$ cat src/hdl/itc_pkg.sv
// constants and types shared by the instruction timing and flag core
package itc_pkg;

  // machine cycle framing
  localparam int         CLKS_PER_MC = 4;
  localparam int         BYTE_W      = 8;
  localparam int         PC_W        = 16;
  localparam int         PH_W        = $clog2(CLKS_PER_MC);
  localparam logic [1:0] PH_FETCH    = 2'h0;
  localparam logic [1:0] PH_CAPTURE  = 2'h2;
  localparam logic [1:0] PH_EXEC     = 2'h3;
  localparam logic [1:0] PH_STEP     = 2'h1;

  // instruction length and cycle counts
  localparam logic [1:0] LEN_ONE   = 2'h1;
  localparam logic [1:0] LEN_TWO   = 2'h2;
  localparam logic [1:0] LEN_THREE = 2'h3;
  localparam logic [1:0] CYC_FIRST = 2'h0;
  localparam logic [1:0] CYC_SECOND = 2'h1;
  localparam logic [1:0] CYC_STEP  = 2'h1;

  // register port map
  localparam logic [7:0] OFS_BANK_TOP   = 8'h07;
  localparam logic [7:0] OFS_STATUS     = 8'hd0;
  localparam logic [7:0] OFS_ACC        = 8'he0;
  localparam logic [7:0] OFS_SECOND_ACC = 8'hf0;

  // status word bit positions
  localparam int SB_CY = 7;
  localparam int SB_AC = 6;
  localparam int SB_OV = 2;
  localparam int SB_P  = 0;

  // reset values
  localparam logic [7:0]      RST_BYTE = 8'h00;
  localparam logic [PC_W-1:0] RST_PC   = 16'h0000;

  // single opcodes
  localparam logic [7:0] OP_NOP   = 8'h00;
  localparam logic [7:0] OP_LJMP  = 8'h02;
  localparam logic [7:0] OP_LCALL = 8'h12;
  localparam logic [7:0] OP_RRC   = 8'h13;
  localparam logic [7:0] OP_RLC   = 8'h33;
  localparam logic [7:0] OP_ORLC  = 8'h72;
  localparam logic [7:0] OP_SJMP  = 8'h80;
  localparam logic [7:0] OP_ANLC  = 8'h82;
  localparam logic [7:0] OP_DIV   = 8'h84;
  localparam logic [7:0] OP_ORLCN = 8'ha0;
  localparam logic [7:0] OP_MOVC  = 8'ha2;
  localparam logic [7:0] OP_MUL   = 8'ha4;
  localparam logic [7:0] OP_ANLCN = 8'hb0;
  localparam logic [7:0] OP_CPLC  = 8'hb3;
  localparam logic [7:0] OP_CLRC  = 8'hc3;
  localparam logic [7:0] OP_SETBC = 8'hd3;
  localparam logic [7:0] OP_DA    = 8'hd4;

  // opcode families by nibble
  localparam logic [3:0] HN_ADD  = 4'h2;
  localparam logic [3:0] HN_ADD_WITH_CARRY = 4'h3;
  localparam logic [3:0] HN_SUBTRACT_WITH_BORROW = 4'h9;
  localparam logic [3:0] HN_COMPARE_JUMP_UNEQUAL = 4'hb;
  localparam logic [3:0] LN_IMM  = 4'h4;
  localparam logic [3:0] LN_DIR  = 4'h5;
  localparam logic [3:0] LN_IND0 = 4'h6;
  localparam logic [3:0] LN_IND1 = 4'h7;
  localparam logic [4:0] ABS_JUMP_PAT = 5'h01;

  // bit addressing and decimal adjust
  localparam logic [7:0] BIT_BYTE_BASE = 8'h20;
  localparam logic [3:0] BCD_LIMIT     = 4'h9;
  localparam logic [7:0] BCD_FIX_LO    = 8'h06;
  localparam logic [7:0] BCD_FIX_HI    = 8'h60;

  typedef enum logic [1:0] {ALU_ADD, ALU_SUB, ALU_MUL, ALU_DIV} itc_alu_op_t;

endpackage

$ cat src/hdl/itc_alu.sv
// arithmetic unit: add, subtract, multiply, divide with flag results
`timescale 1ns/10ps
module itc_alu
  import itc_pkg::*;
#(
  parameter int WIDTH = itc_pkg::BYTE_W
) (
  // operation and operands
  input  wire itc_pkg::itc_alu_op_t op,
  input  wire logic [WIDTH-1:0]     opA,
  input  wire logic [WIDTH-1:0]     opB,
  input  wire logic                 carryIn,
  // results
  output logic      [WIDTH-1:0]     result,
  output logic      [WIDTH-1:0]     resultHi,
  output logic                      carryOut,
  output logic                      wrapOut,
  output logic                      auxOut
);

  localparam int HALF = WIDTH / 2;

  generate
    if (WIDTH < 4 || (WIDTH % 2) != 0) begin : g_bad_width
      $error("itc_alu: WIDTH must be even and at least 4");
    end
  endgenerate

  logic [WIDTH:0]     full;
  logic [WIDTH-1:0]   low7;
  logic [HALF:0]      nib;
  logic [2*WIDTH-1:0] prod;

  always_comb begin
    full     = '0;
    low7     = '0;
    nib      = '0;
    prod     = '0;
    result   = opA;
    resultHi = opB;
    carryOut = 1'b0;
    wrapOut  = 1'b0;
    auxOut   = 1'b0;
    case (op)
      ALU_ADD: begin
        full     = {1'b0, opA} + {1'b0, opB} + {{WIDTH{1'b0}}, carryIn};
        low7     = {1'b0, opA[WIDTH-2:0]} + {1'b0, opB[WIDTH-2:0]} + {{(WIDTH-1){1'b0}}, carryIn};
        nib      = {1'b0, opA[HALF-1:0]} + {1'b0, opB[HALF-1:0]} + {{HALF{1'b0}}, carryIn};
        result   = full[WIDTH-1:0];
        carryOut = full[WIDTH];
        wrapOut  = full[WIDTH] ^ low7[WIDTH-1];
        auxOut   = nib[HALF];
      end
      ALU_SUB: begin
        full     = {1'b0, opA} - {1'b0, opB} - {{WIDTH{1'b0}}, carryIn};
        low7     = {1'b0, opA[WIDTH-2:0]} - {1'b0, opB[WIDTH-2:0]} - {{(WIDTH-1){1'b0}}, carryIn};
        nib      = {1'b0, opA[HALF-1:0]} - {1'b0, opB[HALF-1:0]} - {{HALF{1'b0}}, carryIn};
        result   = full[WIDTH-1:0];
        carryOut = full[WIDTH];
        wrapOut  = full[WIDTH] ^ low7[WIDTH-1];
        auxOut   = nib[HALF];
      end
      ALU_MUL: begin
        prod     = {{WIDTH{1'b0}}, opA} * {{WIDTH{1'b0}}, opB};
        result   = prod[WIDTH-1:0];
        resultHi = prod[2*WIDTH-1:WIDTH];
        wrapOut  = |prod[2*WIDTH-1:WIDTH];
      end
      ALU_DIV: begin
        // divide by zero leaves both operands and flags the wrap
        if (opB == '0) begin
          wrapOut = 1'b1;
        end else begin
          result   = opA / opB;
          resultHi = opA % opB;
        end
      end
      default: begin
        result = opA;
      end
    endcase
  end

endmodule

$ cat src/hdl/itc_core.sv
// core sequencer: four-clock machine cycles, decode timing, flag updates
`timescale 1ns/10ps
// Functional notes
// - machine cycle is four system clocks
// - at most one code fetch per cycle
// - cycle count equals instruction byte count, except for jumps
// - jumps and calls take one extra cycle
// - flag effects match the classic instruction set
// - add, add_with_carry, subtract_with_borrow update carry, wrap, aux
// - mul/div clear carry; carry-only ops listed
// - nop, add forms decode to one/two cycles
// - second accumulator register at f0
// - wrap flag is carry6 xor carry7 for add and subtract forms
// - odd-ones flag tracks accumulator continuously
// - aux carry from low nibble
module itc_core
  import itc_pkg::*;
#(
  parameter int ADDR_W = itc_pkg::PC_W
) (
  // clock and reset
  input  wire logic                          clk_sys,
  input  wire logic                          resetn,
  // program memory fetch
  output logic                               fetchReq,
  output logic      [ADDR_W-1:0]             fetchAddr,
  input  wire logic [itc_pkg::BYTE_W-1:0]    codeIn,
  // internal data operand read
  output logic                               dataRd,
  output logic      [itc_pkg::BYTE_W-1:0]    dataAddr,
  input  wire logic [itc_pkg::BYTE_W-1:0]    dataIn,
  // register port
  input  wire logic [itc_pkg::BYTE_W-1:0]    regAddr,
  input  wire logic [itc_pkg::BYTE_W-1:0]    regWdata,
  input  wire logic                          regWr,
  input  wire logic                          regRd,
  output logic      [itc_pkg::BYTE_W-1:0]    regRdata,
  // status
  output logic                               carryFlag,
  output logic                               signedWrapFlag,
  output logic                               auxCarryFlag,
  output logic                               onesOddFlag,
  output logic      [itc_pkg::PH_W-1:0]      machinePhase,
  output logic                               instrDone
);

  generate
    if (ADDR_W != PC_W) begin : g_bad_addr
      $error("itc_core: ADDR_W must equal the 16-bit program counter width");
    end
  endgenerate

  // ---- decode helpers
  // below nibble 4 these rows hold jumps and rotates, not arithmetic
  function automatic logic isArith(input logic [7:0] op);
    isArith = ((op[7:4] == HN_ADD) || (op[7:4] == HN_ADD_WITH_CARRY) || (op[7:4] == HN_SUBTRACT_WITH_BORROW)) &&
              (op[3:0] >= LN_IMM);
  endfunction

  function automatic logic isCjne(input logic [7:0] op);
    isCjne = (op[7:4] == HN_COMPARE_JUMP_UNEQUAL) && (op[3:0] >= LN_IMM);
  endfunction

  function automatic logic isBitOp(input logic [7:0] op);
    isBitOp = (op == OP_ANLC) || (op == OP_ANLCN) || (op == OP_ORLC) ||
              (op == OP_ORLCN) || (op == OP_MOVC);
  endfunction

  function automatic logic isJump(input logic [7:0] op);
    isJump = (op[4:0] == ABS_JUMP_PAT) || (op == OP_LJMP) || (op == OP_LCALL) ||
             (op == OP_SJMP) || isCjne(op);
  endfunction

  function automatic logic [1:0] opBytes(input logic [7:0] op);
    if (op[4:0] == ABS_JUMP_PAT || op == OP_SJMP || isBitOp(op)) begin
      opBytes = LEN_TWO;
    end else if (op == OP_LJMP || op == OP_LCALL || isCjne(op)) begin
      opBytes = LEN_THREE;
    end else if (isArith(op) && (op[3:0] == LN_IMM || op[3:0] == LN_DIR)) begin
      opBytes = LEN_TWO;
    end else begin
      opBytes = LEN_ONE;
    end
  endfunction

  // index of the last machine cycle: byte count minus one, plus one for jumps
  function automatic logic [1:0] lastCycOf(input logic [7:0] op);
    lastCycOf = opBytes(op) - CYC_STEP + {1'b0, isJump(op)};
  endfunction

  function automatic logic usesInd(input logic [7:0] op);
    usesInd = (isArith(op) || isCjne(op)) && (op[3:0] == LN_IND0 || op[3:0] == LN_IND1);
  endfunction

  function automatic logic needsData(input logic [7:0] op);
    needsData = isBitOp(op) || usesInd(op) ||
                ((isArith(op) || isCjne(op)) && op[3:0] == LN_DIR);
  endfunction

  // ---- state
  logic [PH_W-1:0]   phase_ff, nxt_phase;
  logic [1:0]        cyc_ff, nxt_cyc;
  logic [7:0]        op_ff, nxt_op;
  logic [7:0]        b1_ff, nxt_b1;
  logic [7:0]        b2_ff, nxt_b2;
  logic [PC_W-1:0]   pc_ff, nxt_pc;
  logic [7:0]        acc_ff, nxt_acc;
  logic [7:0]        secAcc_ff, nxt_secAcc;
  logic [7:0]        bank_ff [8];
  logic [7:0]        nxt_bank [8];
  logic              cy_ff, nxt_cy;
  logic              ov_ff, nxt_ov;
  logic              ac_ff, nxt_ac;
  logic              odd_ff, nxt_odd;
  logic              fetchReq_ff, nxt_fetchReq;
  logic [PC_W-1:0]   fetchAddr_ff, nxt_fetchAddr;
  logic              dataRd_ff, nxt_dataRd;
  logic [7:0]        dataAddr_ff, nxt_dataAddr;
  logic [7:0]        rdata_ff, nxt_rdata;
  logic              done_ff, nxt_done;

  // ---- alu
  itc_alu_op_t aluOp;
  logic [7:0]  aluB, aluRes, aluHi;
  logic        aluCin, aluCy, aluOv, aluAc;
  logic [7:0]  operand;
  logic [7:0]  cmpLhs, cmpRhs;
  logic [8:0]  daTmp;
  logic        bitVal;
  logic [7:0]  bitByte;

  itc_alu #(.WIDTH(BYTE_W)) u_alu (
    .op       (aluOp),
    .opA      (acc_ff),
    .opB      (aluB),
    .carryIn  (aluCin),
    .result   (aluRes),
    .resultHi (aluHi),
    .carryOut (aluCy),
    .wrapOut  (aluOv),
    .auxOut   (aluAc)
  );

  // direct addresses of the accumulator, second accumulator and status word are served locally
  always_comb begin
    case (dataAddr_ff)
      OFS_ACC:        operand = acc_ff;
      OFS_SECOND_ACC: operand = secAcc_ff;
      OFS_STATUS:     operand = {cy_ff, ac_ff, 3'h0, ov_ff, 1'b0, odd_ff};
      default:        operand = dataIn;
    endcase
  end

  // operand routing for the alu and compare
  always_comb begin
    aluOp  = ALU_ADD;
    aluCin = 1'b0;
    aluB   = bank_ff[op_ff[2:0]];
    cmpLhs = acc_ff;
    cmpRhs = b1_ff;
    bitVal = operand[b1_ff[2:0]];
    if (op_ff[3:0] == LN_IMM) begin
      aluB = b1_ff;
    end else if (op_ff[3:0] == LN_DIR || usesInd(op_ff)) begin
      aluB = operand;
    end
    case (op_ff[7:4])
      HN_ADD_WITH_CARRY: aluCin = cy_ff;
      HN_SUBTRACT_WITH_BORROW: begin
        aluOp  = ALU_SUB;
        aluCin = cy_ff;
      end
      default: aluCin = 1'b0;
    endcase
    if (op_ff == OP_MUL) begin
      aluOp = ALU_MUL;
      aluB  = secAcc_ff;
    end else if (op_ff == OP_DIV) begin
      aluOp = ALU_DIV;
      aluB  = secAcc_ff;
    end
    if (op_ff[3:0] == LN_DIR) begin
      cmpRhs = operand;
    end else if (usesInd(op_ff)) begin
      cmpLhs = operand;
    end else if (op_ff[3]) begin
      cmpLhs = bank_ff[op_ff[2:0]];
    end
  end

  // ---- sequencing, execution and register port
  always_comb begin
    nxt_phase     = phase_ff + PH_STEP;
    nxt_cyc       = cyc_ff;
    nxt_op        = op_ff;
    nxt_b1        = b1_ff;
    nxt_b2        = b2_ff;
    nxt_pc        = pc_ff;
    nxt_acc       = acc_ff;
    nxt_secAcc    = secAcc_ff;
    nxt_bank      = bank_ff;
    nxt_cy        = cy_ff;
    nxt_ov        = ov_ff;
    nxt_ac        = ac_ff;
    nxt_done      = 1'b0;
    nxt_rdata     = RST_BYTE;
    daTmp         = '0;
    bitByte       = '0;

    // software writes first; execution below overrides in the same cycle
    if (regWr) begin
      if (regAddr <= OFS_BANK_TOP) begin
        nxt_bank[regAddr[2:0]] = regWdata;
      end
      case (regAddr)
        OFS_ACC:        nxt_acc = regWdata;
        OFS_SECOND_ACC: nxt_secAcc = regWdata;
        OFS_STATUS: begin
          nxt_cy = regWdata[SB_CY];
          nxt_ac = regWdata[SB_AC];
          nxt_ov = regWdata[SB_OV];
        end
        default: nxt_acc = nxt_acc;
      endcase
    end
    if (regRd) begin
      if (regAddr <= OFS_BANK_TOP) begin
        nxt_rdata = bank_ff[regAddr[2:0]];
      end
      case (regAddr)
        OFS_ACC:        nxt_rdata = acc_ff;
        OFS_SECOND_ACC: nxt_rdata = secAcc_ff;
        OFS_STATUS:     nxt_rdata = {cy_ff, ac_ff, 3'h0, ov_ff, 1'b0, odd_ff};
        default:        nxt_rdata = nxt_rdata;
      endcase
    end

    // one code byte captured per machine cycle, only while bytes remain
    if (phase_ff == PH_CAPTURE && fetchReq_ff == 1'b0 &&
        (cyc_ff == CYC_FIRST || cyc_ff < opBytes(op_ff))) begin
      case (cyc_ff)
        CYC_FIRST:  nxt_op = codeIn;
        CYC_SECOND: nxt_b1 = codeIn;
        default:    nxt_b2 = codeIn;
      endcase
      nxt_pc = pc_ff + 16'h0001;
    end

    if (phase_ff == PH_EXEC) begin
      if (cyc_ff == lastCycOf(op_ff)) begin
        nxt_cyc  = CYC_FIRST;
        nxt_done = 1'b1;
        if (isArith(op_ff)) begin
          nxt_acc = aluRes;
          nxt_cy  = aluCy;
          nxt_ov  = aluOv;
          nxt_ac  = aluAc;
        end else if (isCjne(op_ff)) begin
          nxt_cy = cmpLhs < cmpRhs;
          if (cmpLhs != cmpRhs) begin
            nxt_pc = pc_ff + {{8{b2_ff[7]}}, b2_ff};
          end
        end else if (isBitOp(op_ff)) begin
          case (op_ff)
            OP_ANLC:  nxt_cy = cy_ff & bitVal;
            OP_ANLCN: nxt_cy = cy_ff & ~bitVal;
            OP_ORLC:  nxt_cy = cy_ff | bitVal;
            OP_ORLCN: nxt_cy = cy_ff | ~bitVal;
            default:  nxt_cy = bitVal;
          endcase
        end else if (op_ff[4:0] == ABS_JUMP_PAT) begin
          nxt_pc = {pc_ff[15:11], op_ff[7:5], b1_ff};
        end else begin
          case (op_ff)
            OP_MUL, OP_DIV: begin
              nxt_acc    = aluRes;
              nxt_secAcc = aluHi;
              nxt_cy     = 1'b0;
              nxt_ov     = aluOv;
            end
            OP_DA: begin
              daTmp = {1'b0, acc_ff};
              if (acc_ff[3:0] > BCD_LIMIT || ac_ff) begin
                daTmp = daTmp + {1'b0, BCD_FIX_LO};
              end
              if (daTmp[7:4] > BCD_LIMIT || daTmp[8] || cy_ff) begin
                daTmp = daTmp + {1'b0, BCD_FIX_HI};
              end
              nxt_acc = daTmp[7:0];
              nxt_cy  = cy_ff | daTmp[8];
            end
            OP_RRC: begin
              nxt_acc = {cy_ff, acc_ff[7:1]};
              nxt_cy  = acc_ff[0];
            end
            OP_RLC: begin
              nxt_acc = {acc_ff[6:0], cy_ff};
              nxt_cy  = acc_ff[7];
            end
            OP_CLRC:  nxt_cy = 1'b0;
            OP_SETBC: nxt_cy = 1'b1;
            OP_CPLC:  nxt_cy = ~cy_ff;
            OP_LJMP, OP_LCALL: nxt_pc = {b1_ff, b2_ff};
            OP_SJMP:  nxt_pc = pc_ff + {{8{b1_ff[7]}}, b1_ff};
            default:  nxt_pc = nxt_pc; // OP_NOP and unlisted opcodes
          endcase
        end
      end else begin
        nxt_cyc = cyc_ff + CYC_STEP;
      end
    end

    // fetch strobe for the coming machine cycle
    nxt_fetchReq  = (nxt_phase == PH_FETCH) &&
                    (nxt_cyc == CYC_FIRST || nxt_cyc < opBytes(nxt_op));
    nxt_fetchAddr = nxt_pc;
    bitByte       = nxt_b1[7] ? {nxt_b1[7:3], 3'h0} : BIT_BYTE_BASE + {4'h0, nxt_b1[6:3]};
    nxt_dataAddr  = usesInd(nxt_op) ? nxt_bank[{2'h0, nxt_op[0]}] :
                    (isBitOp(nxt_op) ? bitByte : nxt_b1);
    nxt_dataRd    = (phase_ff == PH_CAPTURE) && (cyc_ff == lastCycOf(nxt_op)) &&
                    needsData(nxt_op);
    nxt_odd       = ^nxt_acc;
  end

  always_ff @(posedge clk_sys) begin
    if (!resetn) begin
      phase_ff     <= PH_EXEC;
      cyc_ff       <= CYC_FIRST;
      op_ff        <= OP_NOP;
      b1_ff        <= RST_BYTE;
      b2_ff        <= RST_BYTE;
      pc_ff        <= RST_PC;
      acc_ff       <= RST_BYTE;
      secAcc_ff    <= RST_BYTE;
      bank_ff      <= '{default: RST_BYTE};
      cy_ff        <= 1'b0;
      ov_ff        <= 1'b0;
      ac_ff        <= 1'b0;
      odd_ff       <= 1'b0;
      fetchReq_ff  <= 1'b0;
      fetchAddr_ff <= RST_PC;
      dataRd_ff    <= 1'b0;
      dataAddr_ff  <= RST_BYTE;
      rdata_ff     <= RST_BYTE;
      done_ff      <= 1'b0;
    end else begin
      phase_ff     <= nxt_phase;
      cyc_ff       <= nxt_cyc;
      op_ff        <= nxt_op;
      b1_ff        <= nxt_b1;
      b2_ff        <= nxt_b2;
      pc_ff        <= nxt_pc;
      acc_ff       <= nxt_acc;
      secAcc_ff    <= nxt_secAcc;
      bank_ff      <= nxt_bank;
      cy_ff        <= nxt_cy;
      ov_ff        <= nxt_ov;
      ac_ff        <= nxt_ac;
      odd_ff       <= nxt_odd;
      fetchReq_ff  <= nxt_fetchReq;
      fetchAddr_ff <= nxt_fetchAddr;
      dataRd_ff    <= nxt_dataRd;
      dataAddr_ff  <= nxt_dataAddr;
      rdata_ff     <= nxt_rdata;
      done_ff      <= nxt_done;
    end
  end

  assign fetchReq       = fetchReq_ff;
  assign fetchAddr      = fetchAddr_ff;
  assign dataRd         = dataRd_ff;
  assign dataAddr       = dataAddr_ff;
  assign regRdata       = rdata_ff;
  assign carryFlag      = cy_ff;
  assign signedWrapFlag = ov_ff;
  assign auxCarryFlag   = ac_ff;
  assign onesOddFlag    = odd_ff;
  assign machinePhase   = phase_ff;
  assign instrDone      = done_ff;

endmodule

$ cat config.mk
export PLATFORM = sky130hd
export DESIGN_NAME = itc_core
export DESIGN_NICKNAME = d
export VERILOG_FILES = /design/src/hdl/itc_pkg.sv /design/src/hdl/itc_alu.sv /design/src/hdl/itc_core.sv
export SDC_FILE = /design/constraint.sdc
export NUM_CORES = 1
export LEC_CHECK = 0
export ABC_AREA = 1
export BUFFER_PORTS_ARGS = -buffer_cell sky130_fd_sc_hd__buf_2
export CORE_MARGIN = 2
export CORE_UTILIZATION = 38
export CTS_CLUSTER_SIZE = 16
export DETAILED_ROUTE_END_ITERATION = 10
export PLACE_DENSITY = 0.67
export REMOVE_ABC_BUFFERS = 1
export SLEW_MARGIN = 20
export SYNTH_ARGS = -nofsm -noshare
export SYNTH_HDL_FRONTEND = slang
export SYNTH_HIERARCHICAL = 1
export SYNTH_SLANG_ARGS = --single-unit
$ cat constraint.sdc
create_clock -name clk_sys -period 13.21 [get_ports clk_sys]
set_input_delay 0 -clock clk_sys [delete_from_list [all_inputs] [get_ports clk_sys]]
set_output_delay 0 -clock clk_sys [all_outputs]
set_load 0.01 [all_outputs]
==> results.json, run 1 <==
{
  "status": "finished clean",
  "critPathCaptureType": "flip-flop",
  "critPathMostFrequentCell": "nand2_1",
  "mostFrequentLayoutCells": "635 x nand2_1, 401 x inv_1, 239 x o21ai_0",
  "synthMuxAreaShare": 0.00602,
  "cts.path.max_buffers": 2,
  "post-route-min-period_ps": 12130,
  "synth_top_family_by_area": "simple AND/OR/NAND/NOR gates",
  "drc_errors": 0,
  "ys_ff_latch": 147,
  "cts_buffers": 17,
  "routed_wl_mm": 63.4,
  "slew_headroom": 0.309,
  "cp_num_buf_inv": 12,
  "cpMaxStageDelayCell": "dfxtp_1",
  "seqCellArea_sq_um": 2960,
  "drtPass1Iterations": 6,
  "hpwl_mm": 48.7,
  "fin_skew_ps": 24.6,
  "cts_max_level": 4,
  "worstPathRequired_ps": 13580,
  "ys_types": 69,
  "synthXorXnorAreaFrac": 0.0331,
  "num_vias": 18900,
  "crit_type": "flip-flop to flip-flop",
  "grt_use_total": 0.262,
  "async_reset_ff_frac": 0,
  "grt_max_degree": 73,
  "finalHoldViolCount": 0,
  "seq_area_frac_synth": 0.169,
  "worstMarginPinSlew_ps": 1040,
  "cts_num_sinks": 147,
  "die_y_um": 218,
  "dp.cells": 3384,
  "setup_viol": 0,
  "grt_pass1_wl_mm": 97.5,
  "drv_slew": 0,
  "diodes": 0,
  "grt_overflow": 0,
  "dieArea_sq_um": 47600,
  "clock-root-buffer": "clkbuf_16",
  "ant_nets": 0,
  "fill_cells": 4878,
  "port-buffer-count": 76,
  "grt_pass1_vias": 17200,
  "cp_max_fo": 8,
  "max_stage_delay_ps": 490,
  "synth_compound_area_frac": 0.217,
  "path_clk_slew_ps": 80,
  "tritoncts": "yes",
  "whs_ps": 41.7,
  "stdcell_count": 3448,
  "synth_ff_type": "dfxtp_1",
  "avgSynthCellArea_sq_um": 6.30,
  "die_w_um": 218,
  "ioPinCount": 77,
  "synthAdderAreaFrac": 0.156,
  "rows": 78,
  "gp_congestion": 1.01,
  "multiInputGateArea_sq_um": 12500,
  "wire_per_inst_um": 18.4,
  "start_util": 0.384,
  "drt_iter0_markers": 1965,
  "layout_worst_path_cycle_share": 0.918,
  "fmax_ghz": 0.0825,
  "drive_above_1_share": 0.103,
  "viasPerCell": 5.49,
  "fin_tns_setup_ps": 0,
  "min_path_type": "primary input to flip-flop",
  "cp_top_family": "simple AND/OR/NAND/NOR gates",
  "cap_violations": 0,
  "final_common_cell": "nand2_1",
  "area_growth_syn_to_layout_pct": 11.1,
  "worstPathArrival_ps": 12490,
  "crit_path_start_kind": "flip-flop",
  "clk_latency_ps": 470,
  "synthCells": 2771,
  "antenna_found_initial": 2,
  "synthSimpleGateAreaFrac": 0.300,
  "r2r_setup_slack_ps": 1080,
  "synth-edff-count": 0,
  "core_sq_um": 45400,
  "syn_area_sq_um": 17400,
  "nets": 3063,
  "ys_warn_count": 6
}
## worst reg2reg max path: cells and delay by family, from the launching register on
kind | cells | cell delay, ps
AND/OR/NAND/NOR | 54 | 5180
AO/OA/AOI/OAI | 17 | 2800
adder cells (fa/ha/maj) | 8 | 2440
buffers and inverters | 12 | 960
flip-flops | 1 | 490
XOR/XNOR | 1 | 160
## final cells by class
type / instances / share of cell area
Clock buffer: 17 / 0.0219
Clock inverter: 15 / 0.00846
Inverter: 429 / 0.0842
Multi-Input combinational cell: 2099 / 0.646
Sequential cell: 147 / 0.152
Tap cell: 600 / 0.0387
Timing Repair Buffer: 141 / 0.0480
## cells in the mapped netlist, types with 6 or more instances
master	count	share of area
a211oi_1	10	0.0043
a21o_1	8	0.0034
a21oi_1	208	0.060
a221oi_1	11	0.0055
a22oi_1	9	0.0039
a31oi_1	15	0.0054
and2_1	7	0.0025
buf_2	15	0.0043
buf_6	8	0.0052
clkbuf_1	69	0.015
dfxtp_1	147	0.17
fa_1	43	0.049
ha_1	149	0.11
inv_1	402	0.087
inv_2	19	0.0041
mux2i_1	6	0.0034
nand2_1	639	0.14
nand2_2	11	0.0039
nand3_1	150	0.043
nand3_2	19	0.011
nand4_1	44	0.016
nor2_1	214	0.046
nor2_2	8	0.0029
nor2_4	8	0.0052
nor3_1	35	0.010
o2111ai_1	10	0.0050
o211ai_1	24	0.010
o21ai_0	243	0.070
o21ai_1	21	0.0060
o21ai_2	10	0.0050
o21bai_1	10	0.0043
o221ai_1	12	0.0060
o22ai_1	34	0.012
or2_2	12	0.0043
xnor2_1	21	0.011
xor2_1	45	0.023
## per-layer routing
layer	up-vias	wire length [um]	track usage	share of wire
met1	8592	28100	0.363	0.44
met3	159	5210	0.0397	0.082
li1	9324	-	-	-
met4	0	2500	0.107	0.039
met5	-	0	0	0
met2	857	27600	0.406	0.44
## kinds of logic after synthesis
logic type | Yosys count
AO/OA/AOI/OAI | 656
XOR/XNOR | 66
adder cells (fa/ha/maj) | 192
buffers and inverters | 525
flip-flops | 147
multiplexers | 10
AND/OR/NAND/NOR | 1175
## metrics by stage
stage | instance area [sq um] | util | setup slack [ps]
detailed placement | 18400 | 0.405 | 153
floorplan | 17000 | - | 365
finish | 19400 | 0.427 | 1080
CTS | 19200 | 0.423 | 99.0
global placement | 18400 | 0.405 | 484
global route | 19400 | 0.427 | -29.3
## path summary, 6_finish.rpt
path	end	from	cells after the start
worst max register to register	onesOddFlag	op_ff[1]	92
worst min register to register	machinePhase[0]	machinePhase[0]	1
worst max-delay path	onesOddFlag	op_ff[1]	92
worst min-delay path	regRdata[1]	regRd	3
## timing repair
| item | 4_1_cts | 5_1_grt |
|---|---|---|
| buffers inserted | 0 | 9 |
| hold buffers | 23 | 0 |
| endpoints found under the setup margin | 0 | 9 |
| endpoints found under the hold margin | 46 | 0 |
| gates resized for setup | 0 | 38 |
Power of run 1 is left out: the tool's default activity adds up to more than one toggle a clock period on the data nets, which glitch-free logic cannot reach.
==> run 2: changes to the inputs <==
--- a/config.mk
+++ b/config.mk
@@ -5,7 +5,6 @@
 export SDC_FILE = /design/constraint.sdc
 export NUM_CORES = 1
 export LEC_CHECK = 0
-export ABC_AREA = 1
 export BUFFER_PORTS_ARGS = -buffer_cell sky130_fd_sc_hd__buf_2
 export CORE_MARGIN = 2
 export CORE_UTILIZATION = 38
==> run 2 against run 1 <==
Net effect:
- wire length down 3.7%
- die area shrank 2.2%
- register-to-register slack got worse by 560 ps
- worst hold slack gained 32 ps
- synthesized area down 2.2%
- via count is 7.6% lower
- core utilization is 2.8 points higher
- cell count down 16%
- fmax down 4.4%
- global-route usage decreased by 0.61 points
- critical endpoint unchanged
- highest routed layer unchanged
==> results.json, run 2 <==
{
  "grt_pass1_vias": 16800,
  "layout_worst_path_cycle_share": 0.960,
  "grt_overflow": 0,
  "clock-root-buffer": "clkbuf_16",
  "synth_largest_area_cell": "dfxtp_1",
  "port-buffer-count": 76,
  "final_common_cell": "nand2_1",
  "synth-edff-count": 0,
  "nets": 2513,
  "drt_iter0_markers": 1884,
  "path_clk_slew_ps": 70,
  "crit_type": "flip-flop to flip-flop",
  "whs_ps": 73.6,
  "num_vias": 17500,
  "synth_ff_type": "dfxtp_1",
  "viasPerCell": 6.05,
  "power_w": 0.00348,
  "drc_errors": 0,
  "drv_slew": 0,
  "cp_max_fo": 7,
  "antenna_found_initial": 0,
  "yosysTopAreaCellShare": 0.173,
  "critPathMostFrequentCell": "buf_4",
  "irDropWorstVdd_v": 0.000326,
  "cts.path.max_buffers": 2,
  "tritoncts": "yes",
  "gp_congestion": 0.992,
  "synth_commonest_cells": "265 x nand2_1, 170 x nor2_1, 149 x ha_1",
  "cts_num_sinks": 147,
  "setup_viol": 0,
  "ys_ff_latch": 147,
  "fin_tns_setup_ps": 0,
  "fmax_ghz": 0.0788,
  "grt_use_total": 0.256,
  "wire_per_inst_um": 21.1,
  "grt_pass1_wl_mm": 95.1,
  "power_density_nw_per_um2": 173,
  "synthCells": 2134,
  "worstPathRequired_ps": 13580,
  "status": "finished clean",
  "routed_wl_mm": 61.1,
  "cap_violations": 0,
  "start_util": 0.386,
  "max_stage_delay_ps": 560,
  "syn_area_sq_um": 17100,
  "post-route-min-period_ps": 12690,
  "cts_buffers": 17,
  "hpwl_mm": 46.2,
  "worstMarginPinSlew_ps": 1010,
  "min_path_type": "primary input to flip-flop",
  "dieArea_sq_um": 46600,
  "fin_skew_ps": 12.4,
  "avgSynthCellArea_sq_um": 7.99,
  "yosysMostFrequentCell": "nand2_1",
  "ys_types": 99,
  "finalHoldViolCount": 0,
  "mostFrequentLayoutCells": "265 x nand2_1, 170 x nor2_1, 146 x dfxtp_1",
  "area_growth_syn_to_layout_pct": 17.9,
  "ant_nets": 0,
  "ioPinCount": 77,
  "cpMaxStageDelayCell": "or4_4",
  "synth_area_leaders": "dfxtp_1 17%, ha_1 11%, mux2i_1 6.4%",
  "seq_area_frac_synth": 0.173,
  "async_reset_ff_frac": 0,
  "drive_above_1_share": 0.181,
  "rows": 77,
  "leakagePower_nw": 8.55,
  "diodes": 0,
  "core_sq_um": 44200,
  "cts_max_level": 4,
  "crit_path_start_kind": "flip-flop",
  "clk_latency_ps": 450,
  "drtPass1Iterations": 6,
  "die_w_um": 216,
  "utilization": 0.455,
  "slew_headroom": 0.326,
  "die_y_um": 216,
  "grt_max_degree": 81,
  "worstPathArrival_ps": 13060,
  "critPathCaptureType": "flip-flop",
  "ys_warn_count": 6
}
-- run 2: cell count changes in the layout (fill, tap and decap cells not counted), sizes merged, moves of 41 or more --
cell | before | now
nand2 | 654 | 266
mux2i | 6 | 109
nand3 | 173 | 29
xnor2 | 21 | 62
a21oi | 209 | 108
o21ai | 274 | 104
buf | 118 | 224
a21boi | 2 | 56
inv | 432 | 123
nor2 | 232 | 173
nor2b | 0 | 67
-- run 2: final timing paths --
check	from	to	slack, ps	cells past startpoint
worst min-delay path	resetn	flip-flop	70	2
worst min register to register	machinePhase[0]	machinePhase[0]	440	1
worst max-delay path	dataAddr[1]	onesOddFlag	520	60
worst max register to register	dataAddr[1]	onesOddFlag	520	60
-- run 2: critical path: cells and delay by family, from the launching register on --
kind / cells / cell delay [ps]
XOR/XNOR: 3 / 470
buffers and inverters: 9 / 1320
AND/OR/NAND/NOR: 13 / 2980
multiplexers: 4 / 1420
AO/OA/AOI/OAI: 24 / 4310
flip-flops: 1 / 310
adder cells (fa/ha/maj): 7 / 1760
-- run 2: per-stage QoR --
stage	setup WS [ps]	instances	instance area, sq um
floorplan	-1480	2022	16600
global placement	127	2816	18700
detailed placement	-265	2816	18700
CTS	7.55	2872	19500
global route	-136	2890	20100
finish	524	2890	20100
-- run 2: logic make-up after synthesis --
group                    after synthesis  share of synthesized area
AND/OR/NAND/NOR                      746                      0.214
AO/OA/AOI/OAI                        558                      0.228
flip-flops                           147                      0.173
buffers and inverters                232                     0.0533
adder cells (fa/ha/maj)              192                      0.160
multiplexers                         164                      0.122
XOR/XNOR                              95                     0.0505
-- run 2: per-layer routing --
layer | track usage | vias up | wire (um)
met5 | 0 | - | 0
met4 | 0.0743 | 0 | 1780
met3 | 0.0506 | 136 | 5930
met2 | 0.408 | 908 | 27300
met1 | 0.350 | 8379 | 26100
li1 | - | 8061 | -
-- run 2: report_power, final --
group	switching, W	total (W)	internal, W
Clock	0.000220	0.000487	0.000267
Sequential	0.0000382	0.000504	0.000466
Combinational	0.00127	0.00249	0.00122
-- run 2: area by class of cell --
| class | count | area (sq um) |
|---|---|---|
| Multi-Input combinational cell | 1755 | 13700 |
| Fill cell | 4290 | 24100 |
| Sequential cell | 147 | 2940 |
| Clock buffer | 19 | 443 |
| Clock inverter | 13 | 124 |
| Tap cell | 592 | 741 |
| Timing Repair Buffer | 244 | 1730 |
| Inverter | 120 | 450 |
-- run 2: what timing repair did --
action,4_1_cts,5_1_grt
setup endpoints to repair,1,10
setup buffers,4,16
hold buffers,20,0
pin swaps,1,42
gates resized for setup,10,94
endpoints found under the hold margin,67,0
cloned,0,2
Power figures use the tool's default switching activity.
